### src/pkg/pio_pkg.sv
// Constants shared by the parallel port control block
package pio_pkg;

  // ==========================================================================
  // Host bus and address layout
  // ==========================================================================
  localparam int          PIO_DW          = 8;
  localparam int          PIO_AW          = 8;
  localparam int          PIO_MAX_PORTS   = 4;
  localparam int          PIO_SEC_PER_PRT = 2;
  localparam int          PIO_BOARD_LSB   = 4;
  localparam int          PIO_BOARD_MSB   = 7;
  localparam int          PIO_PORT_LSB    = 2;
  localparam int          PIO_PORT_MSB    = 3;
  localparam int          PIO_SEC_BIT     = 1;
  localparam int          PIO_CHAN_BIT    = 0;
  localparam int          PIO_SEC_LSB     = 1;
  localparam int          PIO_SEC_MSB     = 3;

  // Channel offsets within a port
  localparam logic [1:0]  PIO_OFF_A_CTL   = 2'h0;
  localparam logic [1:0]  PIO_OFF_A_DATA  = 2'h1;
  localparam logic [1:0]  PIO_OFF_B_CTL   = 2'h2;
  localparam logic [1:0]  PIO_OFF_B_DATA  = 2'h3;

  // Host transfer opcodes, used only by the host
  localparam logic [7:0]  PIO_OP_INPUT    = 8'hDB;
  localparam logic [7:0]  PIO_OP_OUTPUT   = 8'hD3;

  // ==========================================================================
  // Control/status register fields
  // ==========================================================================
  localparam int          PIO_B_FLAG1     = 7;
  localparam int          PIO_B_FLAG2     = 6;
  localparam int          PIO_B_L2_DIR    = 5;
  localparam int          PIO_B_L2_LVL    = 4;
  localparam int          PIO_B_L2_IEN    = 3;
  localparam int          PIO_B_ROUTE     = 2;
  localparam int          PIO_B_L1_LVL    = 1;
  localparam int          PIO_B_L1_IEN    = 0;
  localparam int          PIO_CTL_LO_W    = 6;

  localparam logic [5:0]  PIO_CTL_RST     = 6'h00;
  localparam logic [7:0]  PIO_DDR_RST     = 8'h00;
  localparam logic [7:0]  PIO_OUT_RST     = 8'h00;
  localparam logic [7:0]  PIO_RD_IDLE     = 8'h00;

endpackage : pio_pkg

### src/pkg/pio_sec_if.sv
// Carrier between the port decoder and one section
`timescale 1ns/1ps
interface pio_sec_if;
  logic       wr_ctl;
  logic       wr_data;
  logic       rd_data;
  logic       ev1;
  logic       ev2;
  logic [7:0] wdata;
  logic [7:0] pins_s;
  logic [7:0] ctl;
  logic [7:0] ddr;
  logic [7:0] outr;
  logic [7:0] rdval;
  logic       irq_n;
  logic       hs2_out;
  logic       hs2_oe;

  modport dec (output wr_ctl, wr_data, rd_data, ev1, ev2, wdata, pins_s,
               input  ctl, ddr, outr, rdval, irq_n, hs2_out, hs2_oe);
  modport sec (input  wr_ctl, wr_data, rd_data, ev1, ev2, wdata, pins_s,
               output ctl, ddr, outr, rdval, irq_n, hs2_out, hs2_oe);
endinterface : pio_sec_if

### src/logic/pio_section.sv
// One port section: control/status, direction and output registers
`timescale 1ns/1ps
module pio_section
  import pio_pkg::*;
(
  input wire logic clk,
  input wire logic rst,
  pio_sec_if.sec   s
);

  logic [PIO_CTL_LO_W-1:0] ctl_lo_q;
  logic                    flag1_q;
  logic                    flag2_q;
  logic [7:0]              ddr_q;
  logic [7:0]              out_q;
  logic                    irq_n_q;
  logic                    hs2_out_q;
  logic                    hs2_oe_q;
  logic                    rd_clr;

  // Only a read of the data register, not the direction register, clears
  assign rd_clr = s.rd_data & ctl_lo_q[PIO_B_ROUTE];

  // ==========================================================================
  // Control bits
  // ==========================================================================
  always_ff @(posedge clk) begin
    if (rst) begin
      ctl_lo_q <= PIO_CTL_RST;
    end else if (s.wr_ctl) begin
      ctl_lo_q <= s.wdata[PIO_CTL_LO_W-1:0];
    end
  end

  // ==========================================================================
  // Status flags: set wins over the clear of the same cycle
  // ==========================================================================
  always_ff @(posedge clk) begin
    if (rst) begin
      flag1_q <= 1'b0;
    end else if (s.ev1) begin
      flag1_q <= 1'b1;
    end else if (rd_clr) begin
      flag1_q <= 1'b0;
    end
  end

  always_ff @(posedge clk) begin
    if (rst) begin
      flag2_q <= 1'b0;
    end else if (s.ev2 && !ctl_lo_q[PIO_B_L2_DIR]) begin
      flag2_q <= 1'b1;
    end else if (rd_clr) begin
      flag2_q <= 1'b0;
    end
  end

  // ==========================================================================
  // Direction and output data
  // ==========================================================================
  always_ff @(posedge clk) begin
    if (rst) begin
      ddr_q <= PIO_DDR_RST;
    end else if (s.wr_data && !ctl_lo_q[PIO_B_ROUTE]) begin
      ddr_q <= s.wdata;
    end
  end

  always_ff @(posedge clk) begin
    if (rst) begin
      out_q <= PIO_OUT_RST;
    end else if (s.wr_data && ctl_lo_q[PIO_B_ROUTE]) begin
      out_q <= s.wdata;
    end
  end

  // ==========================================================================
  // Request line and line two drive
  // ==========================================================================
  always_ff @(posedge clk) begin
    if (rst) begin
      irq_n_q <= 1'b1;
    end else begin
      irq_n_q <= !((flag1_q && ctl_lo_q[PIO_B_L1_IEN]) ||
                   (flag2_q && ctl_lo_q[PIO_B_L2_IEN] && !ctl_lo_q[PIO_B_L2_DIR]));
    end
  end

  // Strobe output modes are not built; those modes idle the line high
  always_ff @(posedge clk) begin
    if (rst) begin
      hs2_out_q <= 1'b0;
      hs2_oe_q  <= 1'b0;
    end else begin
      hs2_oe_q  <= ctl_lo_q[PIO_B_L2_DIR];
      hs2_out_q <= ctl_lo_q[PIO_B_L2_LVL] ? ctl_lo_q[PIO_B_L2_IEN] : 1'b1;
    end
  end

  assign s.ctl     = {flag1_q, flag2_q, ctl_lo_q};
  assign s.ddr     = ddr_q;
  assign s.outr    = out_q;
  assign s.irq_n   = irq_n_q;
  assign s.hs2_out = hs2_out_q;
  assign s.hs2_oe  = hs2_oe_q;
  // With the route bit set, output lines read back their latch, input lines the pin; otherwise the direction register
  assign s.rdval   = ctl_lo_q[PIO_B_ROUTE] ? ((ddr_q & out_q) | (~ddr_q & s.pins_s))
                                           : ddr_q;

endmodule : pio_section

### src/logic/pio_top.sv
// Host bus decoder and pin side of the multi-port parallel board
`timescale 1ns/1ps
module pio_top
  import pio_pkg::*;
#(
  parameter int NUM_PORTS = PIO_MAX_PORTS
) (
  input  wire logic                                      clk,
  input  wire logic                                      rst,
  input  wire logic [PIO_AW-1:0]                         addr,
  input  wire logic                                      sinp,
  input  wire logic                                      sout,
  input  wire logic                                      pdbin,
  input  wire logic                                      pwr_n,
  input  wire logic [3:0]                                board_sel,
  input  wire logic [PIO_DW-1:0]                         host_wdata,
  output logic      [PIO_DW-1:0]                         host_rdata_q,
  output logic                                           host_rdata_oe_q,
  input  wire logic [NUM_PORTS*PIO_SEC_PER_PRT-1:0]      hs1_in,
  input  wire logic [NUM_PORTS*PIO_SEC_PER_PRT-1:0]      hs2_in,
  output logic      [NUM_PORTS*PIO_SEC_PER_PRT-1:0]      hs2_out,
  output logic      [NUM_PORTS*PIO_SEC_PER_PRT-1:0]      hs2_oe,
  input  wire logic [NUM_PORTS*PIO_SEC_PER_PRT-1:0][7:0] io_in,
  output logic      [NUM_PORTS*PIO_SEC_PER_PRT-1:0][7:0] io_out,
  output logic      [NUM_PORTS*PIO_SEC_PER_PRT-1:0][7:0] io_oe,
  output logic      [NUM_PORTS*PIO_SEC_PER_PRT-1:0]      irq_n
);

  localparam int NSEC = NUM_PORTS * PIO_SEC_PER_PRT;

  // ==========================================================================
  // Elaboration checks
  // ==========================================================================
  if (NUM_PORTS < 1 || NUM_PORTS > PIO_MAX_PORTS) begin : g_bad_ports
    $error("NUM_PORTS must be 1 to 4");
  end

  // ==========================================================================
  // Helpers
  // ==========================================================================
  // Entry into the active level; a high level held across reset is an event if rising is selected
  function automatic logic edge_into(input logic cur, input logic prev, input logic pol);
    edge_into = pol ? (cur && !prev) : (!cur && prev);
  endfunction : edge_into

  function automatic logic board_hit(input logic [PIO_AW-1:0] a, input logic [3:0] sel);
    logic [1:0] port;
    port      = a[PIO_PORT_MSB:PIO_PORT_LSB];
    board_hit = (a[PIO_BOARD_MSB:PIO_BOARD_LSB] == sel) && (int'(port) < NUM_PORTS);
  endfunction : board_hit

  // ==========================================================================
  // Host strobe edges
  // ==========================================================================
  logic       pdbin_q;
  logic       pwr_n_q;
  logic       hit;
  logic       rd_cycle;
  logic       rd_pulse;
  logic       wr_pulse;
  logic [2:0] sec_idx;
  logic       is_data;

  always_ff @(posedge clk) begin
    if (rst) begin
      pdbin_q <= 1'b0;
      pwr_n_q <= 1'b1;
    end else begin
      pdbin_q <= pdbin;
      pwr_n_q <= pwr_n;
    end
  end

  assign hit      = board_hit(addr, board_sel);
  assign sec_idx  = addr[PIO_SEC_MSB:PIO_SEC_LSB];
  assign is_data  = addr[PIO_CHAN_BIT];
  // Status qualifies the strobe, so memory cycles on the same bus are ignored
  assign rd_cycle = pdbin && sinp && hit;
  assign rd_pulse = rd_cycle && !pdbin_q;
  // Capture on the falling edge of the write strobe while data are stable
  assign wr_pulse = !pwr_n && pwr_n_q && sout && hit;

  // ==========================================================================
  // Sections
  // ==========================================================================
  pio_sec_if sif [NSEC] ();

  logic [NSEC-1:0][7:0] ctl_all;
  logic [NSEC-1:0][7:0] rdv_all;
  logic [NSEC-1:0]      hs1_m_q;
  logic [NSEC-1:0]      hs1_s_q;
  logic [NSEC-1:0]      hs1_p_q;
  logic [NSEC-1:0]      hs2_m_q;
  logic [NSEC-1:0]      hs2_s_q;
  logic [NSEC-1:0]      hs2_p_q;
  logic [NSEC-1:0][7:0] io_m_q;
  logic [NSEC-1:0][7:0] io_s_q;

  // Two-stage synchronisers; only the second stage is looked at
  always_ff @(posedge clk) begin
    if (rst) begin
      hs1_m_q <= '0;
      hs1_s_q <= '0;
      hs2_m_q <= '0;
      hs2_s_q <= '0;
    end else begin
      hs1_m_q <= hs1_in;
      hs1_s_q <= hs1_m_q;
      hs2_m_q <= hs2_in;
      hs2_s_q <= hs2_m_q;
    end
  end

  always_ff @(posedge clk) begin
    if (rst) begin
      io_m_q <= '0;
      io_s_q <= '0;
    end else begin
      io_m_q <= io_in;
      io_s_q <= io_m_q;
    end
  end

  // Previous levels; reset to zero like the synchroniser, so a pin held high gives a rising edge after release
  always_ff @(posedge clk) begin
    if (rst) begin
      hs1_p_q <= '0;
      hs2_p_q <= '0;
    end else begin
      hs1_p_q <= hs1_s_q;
      hs2_p_q <= hs2_s_q;
    end
  end

  for (genvar i = 0; i < NSEC; i++) begin : g_sec
    assign sif[i].wr_ctl  = wr_pulse && (sec_idx == 3'(i)) && !is_data;
    assign sif[i].wr_data = wr_pulse && (sec_idx == 3'(i)) && is_data;
    assign sif[i].rd_data = rd_pulse && (sec_idx == 3'(i)) && is_data;
    assign sif[i].wdata   = host_wdata;
    assign sif[i].pins_s  = io_s_q[i];
    assign sif[i].ev1     = edge_into(hs1_s_q[i], hs1_p_q[i],
                                      sif[i].ctl[PIO_B_L1_LVL]);
    assign sif[i].ev2     = edge_into(hs2_s_q[i], hs2_p_q[i],
                                      sif[i].ctl[PIO_B_L2_LVL]);

    pio_section u_sec (
      .clk (clk),
      .rst (rst),
      .s   (sif[i])
    );

    assign ctl_all[i] = sif[i].ctl;
    assign rdv_all[i] = sif[i].rdval;
    assign io_out[i]  = sif[i].outr;
    assign io_oe[i]   = sif[i].ddr;
    assign irq_n[i]   = sif[i].irq_n;
    assign hs2_out[i] = sif[i].hs2_out;
    assign hs2_oe[i]  = sif[i].hs2_oe;

  end

  // ==========================================================================
  // Host read data
  // ==========================================================================
  logic [7:0] rd_mux;

  always_comb begin
    rd_mux = PIO_RD_IDLE;
    for (int k = 0; k < NSEC; k++) begin
      if (sec_idx == 3'(k)) begin
        rd_mux = is_data ? rdv_all[k] : ctl_all[k];
      end
    end
  end

  always_ff @(posedge clk) begin
    if (rst) begin
      host_rdata_q    <= PIO_RD_IDLE;
      host_rdata_oe_q <= 1'b0;
    end else begin
      host_rdata_oe_q <= rd_cycle;
      host_rdata_q    <= rd_cycle ? rd_mux : PIO_RD_IDLE;
    end
  end
endmodule : pio_top

### config.mk
export PLATFORM = sky130hd
export DESIGN_NAME = pio_top
export DESIGN_NICKNAME = d
export VERILOG_FILES = /design/src/pkg/pio_pkg.sv /design/src/pkg/pio_sec_if.sv /design/src/logic/pio_section.sv /design/src/logic/pio_top.sv
export SDC_FILE = /design/constraint.sdc
export NUM_CORES = 1
export LEC_CHECK = 0
export BUFFER_PORTS_ARGS = -buffer_cell sky130_fd_sc_hd__buf_2
export CORE_MARGIN = 2
export CORE_UTILIZATION = 45
export DETAILED_ROUTE_END_ITERATION = 6
export GPL_TIMING_DRIVEN = 0
export PLACE_DENSITY_LB_ADDON = 0.25
export RECOVER_POWER = 25
export SLEW_MARGIN = 20
export SYNTH_ARGS = -nofsm -noshare
export SYNTH_HDL_FRONTEND = slang
export SYNTH_SLANG_ARGS = --single-unit
### constraint.sdc
create_clock -name clk -period 2.6 [get_ports clk]
set_clock_uncertainty 0.2 [all_clocks]
set_input_delay 0.13 -clock clk [delete_from_list [all_inputs] [get_ports clk]]
set_output_delay 0.13 -clock clk [all_outputs]
set_load 0.01 [all_outputs]
# After elaboration in Yosys (flattened, before gate mapping)
# Cells that the tools add are included.
[word_totals]
ff_bits = 403
inputBits = 106
[classes]
eq_ne = 8
muxes = 72
n_reduce_logical = 211
n_bitwise = 41
[op_table]
columns = ["op", "n"]
rows = [
  ["8-bit 2-to-1 mux", 24],
  ["8-bit AND", 16],
  ["1-bit logical AND", 126],
  ["8-bit inverter", 8],
  ["8-bit OR", 8],
  ["1-bit logical NOT", 59],
  ["1-bit 2-to-1 mux", 48],
  ["2-bit nonzero test", 16],
  ["3-bit == test, second input constant", 4],
  ["1-bit AND", 8],
  ["1-bit logical OR", 8],
  ["3-bit by 2-bit == test with 1-bit output, second input constant", 2],
  ["4-bit == test", 1],
  ["3-bit by 1-bit == test with 1-bit output, second input constant", 1],
  ["3-bit logical NOT", 1],
  ["2-bit OR reduction", 1],
  ["1-bit inverter", 1],
]

# Longest topological paths before layout
# Gate-level depths: netlist (run 1).
[depth]
word_depth = 13
ltp_mapped = 8
depth_no_buf = 7

# Modules after synthesis
# A second synthesis (run 1) with hierarchy kept.
[unflattened]
hier_cells = 1674
hier_area_um2 = 16607.2
[modules_own_cells]
columns = ["mod", "area_per_inst_um2", "seq_area_each_um2", "cells_per_inst", "n_inst"]
rows = [
  ["pio_section", 1198.6, 540.5, 125, 8],
  ["pio_top", 7018.0, 3743.6, 674, 1],
]

# Worst setup path before layout (run 1)
# OpenSTA, ideal clock, no wires.
[synth_path]
path_type = "input -> register"
startpoint = "input board_sel[1]"
endpoint = "register g_sec[5].u_sec.ctl_lo_q[0]"
n_path_buf = 2
path_stages = 8
setup_time_ns = 0.128
slack_ns = 0.543
t_arrival_ns = 1.729
path_cell_list = "xor2_1 > nor4_4 > nand2_1 > buf_4 > buf_6 > nor3_4 > mux2i_1 > nor2_1"
[synth_via]
elab_chain_len = 4
[synth_rtl]
columns = ["element", "line", "source"]
rows = [
  ["start, declared", "pio_top.sv:15", "input wire logic [3:0] board_sel,"],
  ["4-bit == test", "pio_top.sv:49", "board_hit = (a[PIO_BOARD_MSB:PIO_BOARD_LSB] == sel) && (int'(port) < NUM_PORTS);"],
  ["1-bit logical AND", "pio_top.sv:81", "assign wr_pulse = !pwr_n && pwr_n_q && sout && hit;"],
  ["1-bit logical AND (2 in series)", "pio_top.sv:136", "assign sif[i].wr_ctl = wr_pulse && (sec_idx == 3'(i)) && !is_data;"],
  ["end signal, assigned", "pio_section.sv:31", "ctl_lo_q <= s.wdata[PIO_CTL_LO_W-1:0];"],
  ["end, declared", "pio_section.sv:11", "logic [PIO_CTL_LO_W-1:0] ctl_lo_q;"],
]
# Every way passes these cells.
# A chain may end at the register's enable or synchronous reset.

# Worst setup path after layout (run 1)
[layout_path]
startpoint = "register g_sec[3].u_sec.ctl_lo_q[2]"
endpoint = "register host_rdata_q[4]"
[layout_via]
elab_chain_len = 7
[layout_rtl]
columns = ["element", "line", "source"]
rows = [
  ["start, declared", "pio_section.sv:11", ""],
  ["start signal, assigned", "pio_section.sv:31", ""],
  ["8-bit 2-to-1 mux", "pio_section.sv:107", "assign s.rdval = ctl_lo_q[PIO_B_ROUTE] ? ((ddr_q & out_q) | (~ddr_q & s.pins_s))"],
  ["8-bit 2-to-1 mux", "pio_top.sv:171", "rd_mux = is_data ? rdv_all[k] : ctl_all[k];"],
  ["8-bit 2-to-1 mux (5 in series)", "pio_top.sv:170", "if (sec_idx == 3'(k)) begin"],
  ["end signal, assigned", "pio_top.sv:182", "host_rdata_q <= rd_cycle ? rd_mux : PIO_RD_IDLE;"],
  ["end, declared", "pio_top.sv:17", "output logic [PIO_DW-1:0] host_rdata_q,"],
]
# Every way passes these cells.

==> flow_metrics.py, run 1 <==
metrics = {
    "outcome": {
        "status": "finished with violations",
        "failed_checks": "setup timing",
    },
    "die": {
        "die-height_um": 190,
        "die_area_mm2": 0.0359,
        "core_region_area_mm2": 0.0337,
        "initial_utilization": 0.460,
        "die_width_um": 190,
        "rows": 67,
        "ios": 267,
    },
    "synthesis": {
        "synth_top_area_cell": "dfxtp_1",
        "synthTopCellsByArea": "dfxtp_1 52%, mux2i_1 9.6%, nor2b_1 7.8%",
        "syn_area_per_cell_um2": 9.33,
        "yosys_warnings": 0,
        "ys_seq_area_frac": 0.521,
        "synthesis.area_mm2": 0.0155,
        "synth_nets": 1765,
        "synthFlopType": "dfxtp_1",
        "synth_top_area_share": 0.521,
        "synthArstFlopShare": 0,
        "synthCells": 1659,
        "synth_edf_count": 0,
        "synth_cell_type_count": 57,
        "yosys_register_bits": 403,
    },
    "sta": {
        "final_max_slew_viol_count": 0,
        "finalSetupViolCount": 3,
        "timing.final.ws_setup_ns": -0.0632,
        "period_needed_ns": 2.66,
        "tightest_slew_ns": 1.20,
        "finalHoldViolations": 0,
        "max_freq_ghz": 0.375,
        "rsz0062_at_grt": "true",
        "max_slew_margin": 0.202,
        "min_period_over_period": 1.02,
    },
    "grt": {
        "grt_pass1_vias": 13339,
        "grt_pass1_wl_um": 85100,
        "antenna_found_initial": 0,
        "grt_usage": 0.320,
        "grt_overflow": 0,
        "grt_max_degree": 15,
    },
    "pwr": {
        "pwr-share-seq": 0.478,
        "cellLeakagePower_uw": 0.00795,
        "switching_share": 0.232,
        "pwr-share-comb": 0.061,
        "p_clk_frac": 0.461,
        "total_power_uw": 13300,
        "peakVddDrop_mv": 0.625,
        "p_per_area_mw_per_mm2": 680,
        "p_int_uw": 10200,
        "power.switching_uw": 3100,
    },
    "critical_path": {
        "critical_path.endpoint_type": "register",
        "crit_fanout": 10,
        "crit_type": "reg2reg",
        "start_kind": "register",
        "r2r_slack_ns": -0.06,
        "cp.required_ns": 2.79,
        "worstPathArrival_ns": 2.85,
    },
    "routing": {
        "dr.pass1.iters": 6,
        "vias": 13787,
        "ant_nets": 0,
        "drt_iter0_drc": 1266,
        "drc": 0,
        "routedWlPerCell_um": 23.2,
        "drt_wl_total_um": 58800,
        "vias_per_cell": 5.43,
    },
    "layout": {
        "final_cells": 2539,
        "final_nets": 2165,
        "diodes": 0,
        "area_growth_pct": 26.7,
        "drive_gt1_frac": 0.149,
    },
    "placement": {
        "finalWeightedCongestion": 0.965,
        "portBuffers": 265,
        "placed_cells_incl_taps": 2372,
        "place_hpwl_um": 41600,
    },
    "cts": {
        "clock_path_buffers": 3,
        "numCtsBuffers": 42,
        "numClockSinks": 403,
        "cts_tree": "done",
        "cts-root-buf": "clkbuf_16",
        "cts.clk_slew.worst_paths_ns": 0.06,
        "clock_latency_ns": 0.54,
        "htree_levels": 2,
    },
    "min_path": {
        "hp-class": "in2reg",
    },
    "run": {
        "drv_cap": 0,
    },
}
[Yosys cell counts, types with 3 or more instances]
cell type    n
nand2_1    101
mux4_2       5
a21o_1       8
o22ai_1      5
a31oi_1     13
nand2b_1    15
inv_1       54
a311oi_1    25
nor3_1       5
xor2_1       4
o211ai_1     4
nand3_1     12
or2_2        5
buf_1        6
nor3_4       3
a211oi_1     8
and3b_1      5
o2111ai_1    3
nand3b_1     5
a211o_1      5
mux2i_1    148
nor2_1     196
dfxtp_1    403
o21ai_0    102
buf_2        8
buf_4       25
nand4_1      4
and3_1       4
clkbuf_1    98
o21bai_1     3
nor4_4       5
or3_1        7
a41o_1       3
a21oi_1    138
nor2b_1    192
a22oi_1      4
[power groups by stage]
stage	combinational, uW	sequential (uW)	clock [uW]
floorplan	348	6480	0
detailed placement	686	6510	0
finish	812	6380	6160
global route	849	6380	6450
CTS	793	6370	6180
global placement	681	6510	0
[sequential cells by signal (all words and copies together), names as in the netlist, 48 cells and up]
name                  count
sif.pins_s               64
g_sec.u_sec.s.ddr        64
g_sec.u_sec.ctl_lo_q     48
io_m_q                   64
g_sec.u_sec.s.outr       64
[critical path, stage by stage (launching register included)]
cell	delay (ns)
dfxtp_1	0.30
clkbuf_1	0.36
clkbuf_2	0.36
a21oi_1	0.10
o21ai_0	0.18
o211ai_1	0.15
o211ai_1	0.27
a31oi_1	0.17
o21ai_0	0.42
[per-stage QoR]
step | TNS, ns | instance area, um^2 | utilization | worst slack (ns) | hold slack [ns]
3_5_place_dp | -43.25 | 17400 | 0.516 | -0.534 | 0.142
4_1_cts | 0 | 19700 | 0.585 | 0.0313 | 0.102
3_3_place_gp | -42.31 | 17400 | 0.516 | -0.619 | 0.137
2_1_floorplan | 0 | 15500 | - | 0.543 | 0.0366
6_report | -0.0967 | 19600 | 0.582 | -0.0632 | 0.0931
5_1_grt | -0.00874 | 19600 | 0.582 | -0.00874 | 0.142
[worst paths after layout]
| check | startpoint | end | cells past startpoint |
|---|---|---|---|
| setup / recovery | g_sec[3].u_sec.ctl_lo_q[2] | host_rdata_q[4] | 8 |
| hold / removal | rst | sif[6].pins_s[5] | 3 |
| hold reg to reg | io_m_q[32] | sif[4].pins_s[0] | 1 |
| setup reg to reg | g_sec[3].u_sec.ctl_lo_q[2] | host_rdata_q[4] | 8 |
[cells by family (layout without fill, tap and decap cells)]
logic type,after synthesis,in the layout,synth area share
simple gates,570,570,0.193
flops,403,403,0.521
xor+xnor,4,4,0.00226
mux,154,154,0.104
buf+inv,194,626,0.0542
compound gates,334,334,0.126
[timing repair]
item                                   CTS  global route
endpoints found under the hold margin  119             0
setup endpoints to repair                4            51
pin swaps                                0             1
resized for setup                        3            14
hold buffers                            91             0
buffers inserted                         0             1
[cell usage in the layout (no fill, tap or decap), drive strengths merged, types with 15 or more instances in the layout]
master / synthesis / layout
buf: 40 / 208
nand2b: 15 / 15
dfxtp: 403 / 403
nand2: 101 / 101
nor2b: 192 / 192
nor2: 197 / 197
o21ai: 102 / 102
clkbuf: 98 / 254
dlygate4sd3: 0 / 91
a21oi: 138 / 138
mux2i: 148 / 148
a311oi: 25 / 25
inv: 54 / 55
[cell type report]
cell class                 count  area [um^2]
buffer                       137          636
clock buffer                  59         1240
clock inverter                17          180
fill                        3090        14100
inverter                      56          210
multi-input combinational   1062         6590
sequential                   403         8070
tap                          448          561
timing repair buffer         357         2140
[metal layers]
| metal | global-route usage | up-vias | wire length (um) |
|---|---|---|---|
| met1 | 0.429 | 6586 | 24800 |
| met5 | 0 | - | 0 |
| met4 | 0.111 | 0 | 2010 |
| li1 | - | 6368 | - |
| met3 | 0.0593 | 123 | 5230 |
| met2 | 0.519 | 710 | 26700 |
(Power assumes the default switching activity.)
==> run 2: changes to the inputs <==
CORE_MARGIN = not set   (was 2)
SETUP_SLACK_MARGIN = 0.02   (was not set)
clock period = 2.97 ns   (was 2.6 ns; I/O delays follow)
==> run 2 against run 1 <==
The flow now finishes without violations. Sequential share of layout area grew 0.16 points. Sequential power shrank 13%. Die area shrank 2.1%. Count of clock-buffer cells in the layout shrank 1. Critical path type unchanged. Critical endpoint is now host_rdata_q[1]. Largest power group unchanged.
==> flow_metrics.py, run 2 (synthesized netlist as in run 1, its figures left out) <==
metrics = {
    "sta": {
        "max_slew_margin": 0.203,
        "finalHoldViolations": 0,
        "max_freq_ghz": 0.345,
        "rsz0062_at_grt": "false",
        "final_max_slew_viol_count": 0,
        "setup-tns-final_ns": 0,
        "min_period_over_period": 0.977,
        "period_needed_ns": 2.90,
        "finalSetupViolCount": 0,
        "tightest_slew_ns": 1.20,
    },
    "routing": {
        "drt_iter0_drc": 1319,
        "drt_wl_total_um": 56900,
        "vias": 13793,
        "vias_per_cell": 5.44,
        "drc": 0,
        "dr.pass1.iters": 5,
        "routedWlPerCell_um": 22.5,
        "ant_nets": 0,
    },
    "cts": {
        "ctsHoldBuffers": 90,
        "numCtsBuffers": 42,
        "cts_setup_buffers": 0,
        "cts-root-buf": "clkbuf_16",
        "cts.repair.resized": 0,
        "clock_latency_ns": 0.54,
        "htree_levels": 2,
        "cts_tree": "done",
        "clock_path_buffers": 3,
        "numClockSinks": 403,
        "cts.clk_slew.worst_paths_ns": 0.06,
    },
    "outcome": {
        "status": "complete, no violations",
    },
    "critical_path": {
        "critical_path.endpoint_type": "register",
        "crit_fanout": 10,
        "r2r_slack_ns": 0.07,
        "r2r-start": "g_sec[3].u_sec.ctl_lo_q[2]",
        "start_kind": "register",
        "reg2reg_depth": 7,
        "worstPathArrival_ns": 3.12,
        "crit_type": "reg2reg",
        "timing.rr.end": "host_rdata_q[1]",
        "cp.required_ns": 3.19,
    },
    "layout": {
        "area_growth_pct": 26.2,
        "fin_util": 0.580,
        "diodes": 0,
        "n_fill_cell": 3014,
        "mostFrequentLayoutCells": "403 x dfxtp_1, 202 x clkbuf_1, 196 x nor2_1",
        "stdcell_area_mm2": 0.0195,
        "final_cells": 2535,
        "mostFrequentLayoutCell": "dfxtp_1",
        "final_nets": 2164,
        "drive_gt1_frac": 0.141,
    },
    "pwr": {
        "p_clk_frac": 0.457,
        "cellLeakagePower_uw": 0.00788,
        "pwr-share-seq": 0.483,
        "peakVddDrop_mv": 0.447,
        "p_per_area_mw_per_mm2": 592,
        "switching_share": 0.228,
        "power.switching_uw": 2640,
        "p_int_uw": 8930,
        "pwr-share-comb": 0.061,
    },
    "die": {
        "rows": 67,
        "core_region_area_mm2": 0.0337,
        "die-height_um": 188,
        "initial_utilization": 0.460,
        "die_width_um": 188,
        "ios": 267,
        "die_area_mm2": 0.0352,
    },
    "grt": {
        "antenna_found_initial": 1,
        "grt_overflow": 0,
        "grt_usage": 0.318,
        "grt_max_degree": 15,
        "grt_pass1_wl_um": 83700,
        "grt_pass1_vias": 13423,
    },
    "min_path": {
        "holdCritStartpoint": "addr[2]",
        "whs_endpoint": "g_sec[5].u_sec.flag1_q",
        "hp-class": "in2reg",
        "hold_path_depth": 5,
    },
    "placement": {
        "place_hpwl_um": 40400,
        "dpl-instance-area_mm2": 0.0174,
        "portBuffers": 265,
        "placed_cells_incl_taps": 2372,
        "finalWeightedCongestion": 0.991,
    },
    "run": {
        "drv_cap": 0,
    },
}
[run 2: worst max path at each step]
stage               slack (ns)                       start                    endpoint
floorplan                 0.89                board_sel[1]  g_sec[5].u_sec.ctl_lo_q[0]
global placement         -0.20                     addr[0]             host_rdata_q[1]
detailed placement       -0.15                     addr[0]             host_rdata_q[5]
CTS                       0.23  g_sec[3].u_sec.ctl_lo_q[2]             host_rdata_q[1]
global route              0.02  g_sec[3].u_sec.ctl_lo_q[2]             host_rdata_q[4]
finish                    0.07  g_sec[3].u_sec.ctl_lo_q[2]             host_rdata_q[1]
[run 2: layout make-up]
type / instances / area, um^2 / share of cell area
Buffer: 138 / 629 / 0.0322
Inverter: 56 / 210 / 0.0108
Sequential cell: 403 / 8070 / 0.413
Timing Repair Buffer: 355 / 2100 / 0.108
Clock buffer: 58 / 1220 / 0.0626
Tap cell: 448 / 561 / 0.0287
Multi-Input combinational cell: 1062 / 6580 / 0.337
Clock inverter: 15 / 165 / 0.00845
[run 2: power groups by stage]
stage          sequential (uW)  combinational (uW)  clock, uW
6_report                  5580                 703       5280
5_1_grt                   5590                 734       5550
4_1_cts                   5580                 684       5320
3_5_place_dp              5700                 592          0
3_3_place_gp              5700                 587          0
2_1_floorplan             5670                 305          0
[run 2: worst max-delay path: stages, from the launching register on]
cell and delay, ns:
dfxtp_1 0.31, clkbuf_1 0.33, clkbuf_1 0.51, a21oi_1 0.14
o21ai_0 0.44, o2111ai_1 0.27, a41o_1 0.31, a21oi_1 0.29
[run 2: layer usage]
metal	up-vias	track usage	routed length (um)
li1	6367	-	-
met5	-	0	0
met4	0	0.148	2630
met2	716	0.499	25300
met3	160	0.0638	5190
met1	6550	0.421	23800
[run 2: per-stage QoR]
stage	worst slack, ns	hold slack, ns	total power [uW]
floorplan	0.895	0.0551	5980
global placement	-0.197	0.153	6280
detailed placement	-0.150	0.160	6290
CTS	0.233	0.0222	11600
global route	0.0203	0.101	11900
finish	0.0696	0.0546	11600
==> run 3: changes to the inputs <==
CELL_PAD_IN_SITES_DETAIL_PLACEMENT = 0   (was not set)
CELL_PAD_IN_SITES_GLOBAL_PLACEMENT = 2   (was not set)
CORE_UTILIZATION = 34   (was 45)
SKIP_LAST_GASP = 1   (was not set)
==> run 3 against run 2 <==
Count of clock-buffer cells in the layout fell by 2. Final area rose by 2.6%. Register-to-register slack got worse by 0.02 ns. Worst setup slack got worse by 0.060 ns. Non-clock buffer count rose by 2. Largest power group is now clock. Global-route usage fell by 5.1 points. Wire length rose by 10%.
==> flow_metrics.py, run 3 (synthesized netlist as in run 1, its figures left out) <==
metrics = {
    "grt": {
        "antenna_found_initial": 0,
        "grt_max_degree": 15,
        "grt_pass1_vias": 12925,
        "grt_pass1_wl_um": 89900,
        "grt_overflow": 0,
        "grt_usage": 0.267,
    },
    "cts": {
        "numCtsBuffers": 44,
        "cts_tree": "done",
        "clock_path_buffers": 3,
        "numClockSinks": 403,
        "cts.clk_slew.worst_paths_ns": 0.06,
        "htree_levels": 2,
        "cts-root-buf": "clkbuf_16",
        "clock_latency_ns": 0.59,
    },
    "critical_path": {
        "crit_type": "in2reg",
        "max_stage_delay_ns": 0.87,
        "start_kind": "input port",
        "crit_fanout": 10,
        "worstPathCellList": "buf_2 > clkinv_1 > clkbuf_1 > buf_1 > nand2_1 > a21oi_1 > o21ai_0 > o32ai_1 > and3_1",
        "critical_path.endpoint_type": "register",
        "worstPathArrival_ns": 3.24,
        "cp.required_ns": 3.25,
        "r2r_slack_ns": 0.05,
        "worst_path_dominant_cell_family": "buffers and inverters",
        "critical-path-slowest-cell": "buf_1",
        "critPathBufInv": 4,
    },
    "layout": {
        "final_nets": 2168,
        "area_growth_pct": 29.5,
        "n_fill_cell": 4474,
        "final_cells": 2690,
        "mostFrequentLayoutCell": "dfxtp_1",
        "mostFrequentLayoutCells": "403 x dfxtp_1, 196 x nor2_1, 192 x nor2b_1",
        "drive_gt1_frac": 0.152,
    },
    "placement": {
        "portBuffers": 265,
        "finalWeightedCongestion": 0.936,
        "place_hpwl_um": 45200,
        "placed_cells_incl_taps": 2516,
    },
    "routing": {
        "vias": 13407,
        "dr.pass1.iters": 5,
        "drt_wl_total_um": 62800,
        "route.met2.wl_um": 28600,
        "vias_per_cell": 4.98,
        "met1_length_um": 28600,
        "highest_layer": "met4",
        "drt_iter0_drc": 984,
        "met3WireLength_um": 3580,
        "ant_nets": 0,
        "drc": 0,
        "routedWlPerCell_um": 23.3,
    },
    "sta": {
        "min_period_over_period": 0.997,
        "max_freq_ghz": 0.338,
        "max_slew_margin": 0.191,
        "final_max_slew_viol_count": 0,
        "rsz0062_at_grt": "false",
        "finalSetupViolCount": 0,
        "finalHoldViolations": 0,
        "period_needed_ns": 2.96,
        "tightest_slew_ns": 1.21,
    },
    "die": {
        "die_width_um": 215,
        "ios": 267,
        "core_region_area_mm2": 0.0446,
        "rows": 77,
        "initial_utilization": 0.347,
        "die-height_um": 215,
        "die_area_mm2": 0.0464,
    },
    "pwr": {
        "cellLeakagePower_uw": 0.00807,
        "total_power_uw": 12500,
        "peakVddDrop_mv": 0.323,
        "p_per_area_mw_per_mm2": 625,
    },
    "outcome": {
        "status": "complete, no violations",
    },
    "run": {
        "drv_cap": 0,
    },
    "min_path": {
        "hp-class": "in2reg",
    },
}
run 3: power by group:
part | internal, uW | leakage [uW] | switching, uW
clock network | 3880 | 0.000801 | 2360
logic | 267 | 0.00398 | 454
registers | 5530 | 0.00329 | 51.3
total | 9680 | 0.00807 | 2860
run 3: layout make-up:
| type | instances | area (um^2) | share of cell area |
|---|---|---|---|
| inverters | 56 | 210 | 0.0105 |
| plain buffers | 138 | 632 | 0.0315 |
| diodes | 1 | 2.50 | 0.000125 |
| clock buffers | 56 | 1260 | 0.0627 |
| repair buffers | 357 | 2130 | 0.106 |
| well taps | 592 | 741 | 0.0369 |
| flip-flops and latches | 403 | 8070 | 0.402 |
| multi-input cells | 1062 | 6590 | 0.329 |
| clock inverters | 25 | 413 | 0.0206 |
run 3: worst paths after layout:
path / startpoint / to / depth (start not counted)
hold reg to reg: io_m_q[31] / sif[3].pins_s[7] / 1
setup reg to reg: g_sec[4].u_sec.ctl_lo_q[2] / host_rdata_q[1] / 7
hold / removal: rst / sif[7].pins_s[0] / 3
setup / recovery: addr[0] / host_rdata_q[7] / 9
run 3: worst reg2reg max path, stage by stage (launching register included):
cell      delay [ns]
dfxtp_1         0.30
clkbuf_1        0.37
clkbuf_1        0.45
a21oi_1         0.13
a311oi_1        0.45
o21ai_0         0.26
a41o_1          0.35
a21oi_1         0.30
run 3: what timing repair did:
item                                    in CTS  in global routing
hold buffers                                92                  0
resized for setup                            0                  8
setup buffers                                0                  0
endpoints found under the setup margin       0                  6
endpoints found under the hold margin      121                  0
run 3: per-layer routing:
metal  vias to the layer above  track usage
met5                         -            0
li1                       6387            -
met1                      6468        0.362
met2                       460        0.428
met3                        92       0.0479
met4                         0       0.0877
run 3: metrics by stage:
stage	setup slack, ns	hold slack [ns]	TNS [ns]	utilization	instance area [um^2]
finish	0.00929	0.0309	0	0.450	20100
global route	0.0404	0.103	0	0.449	20000
CTS	0.0223	0.0199	0	0.452	20100
detailed placement	-0.425	0.158	-4.49	0.394	17600
global placement	-0.465	0.156	-5.40	0.394	17600
floorplan	0.895	0.0551	0	-	15500
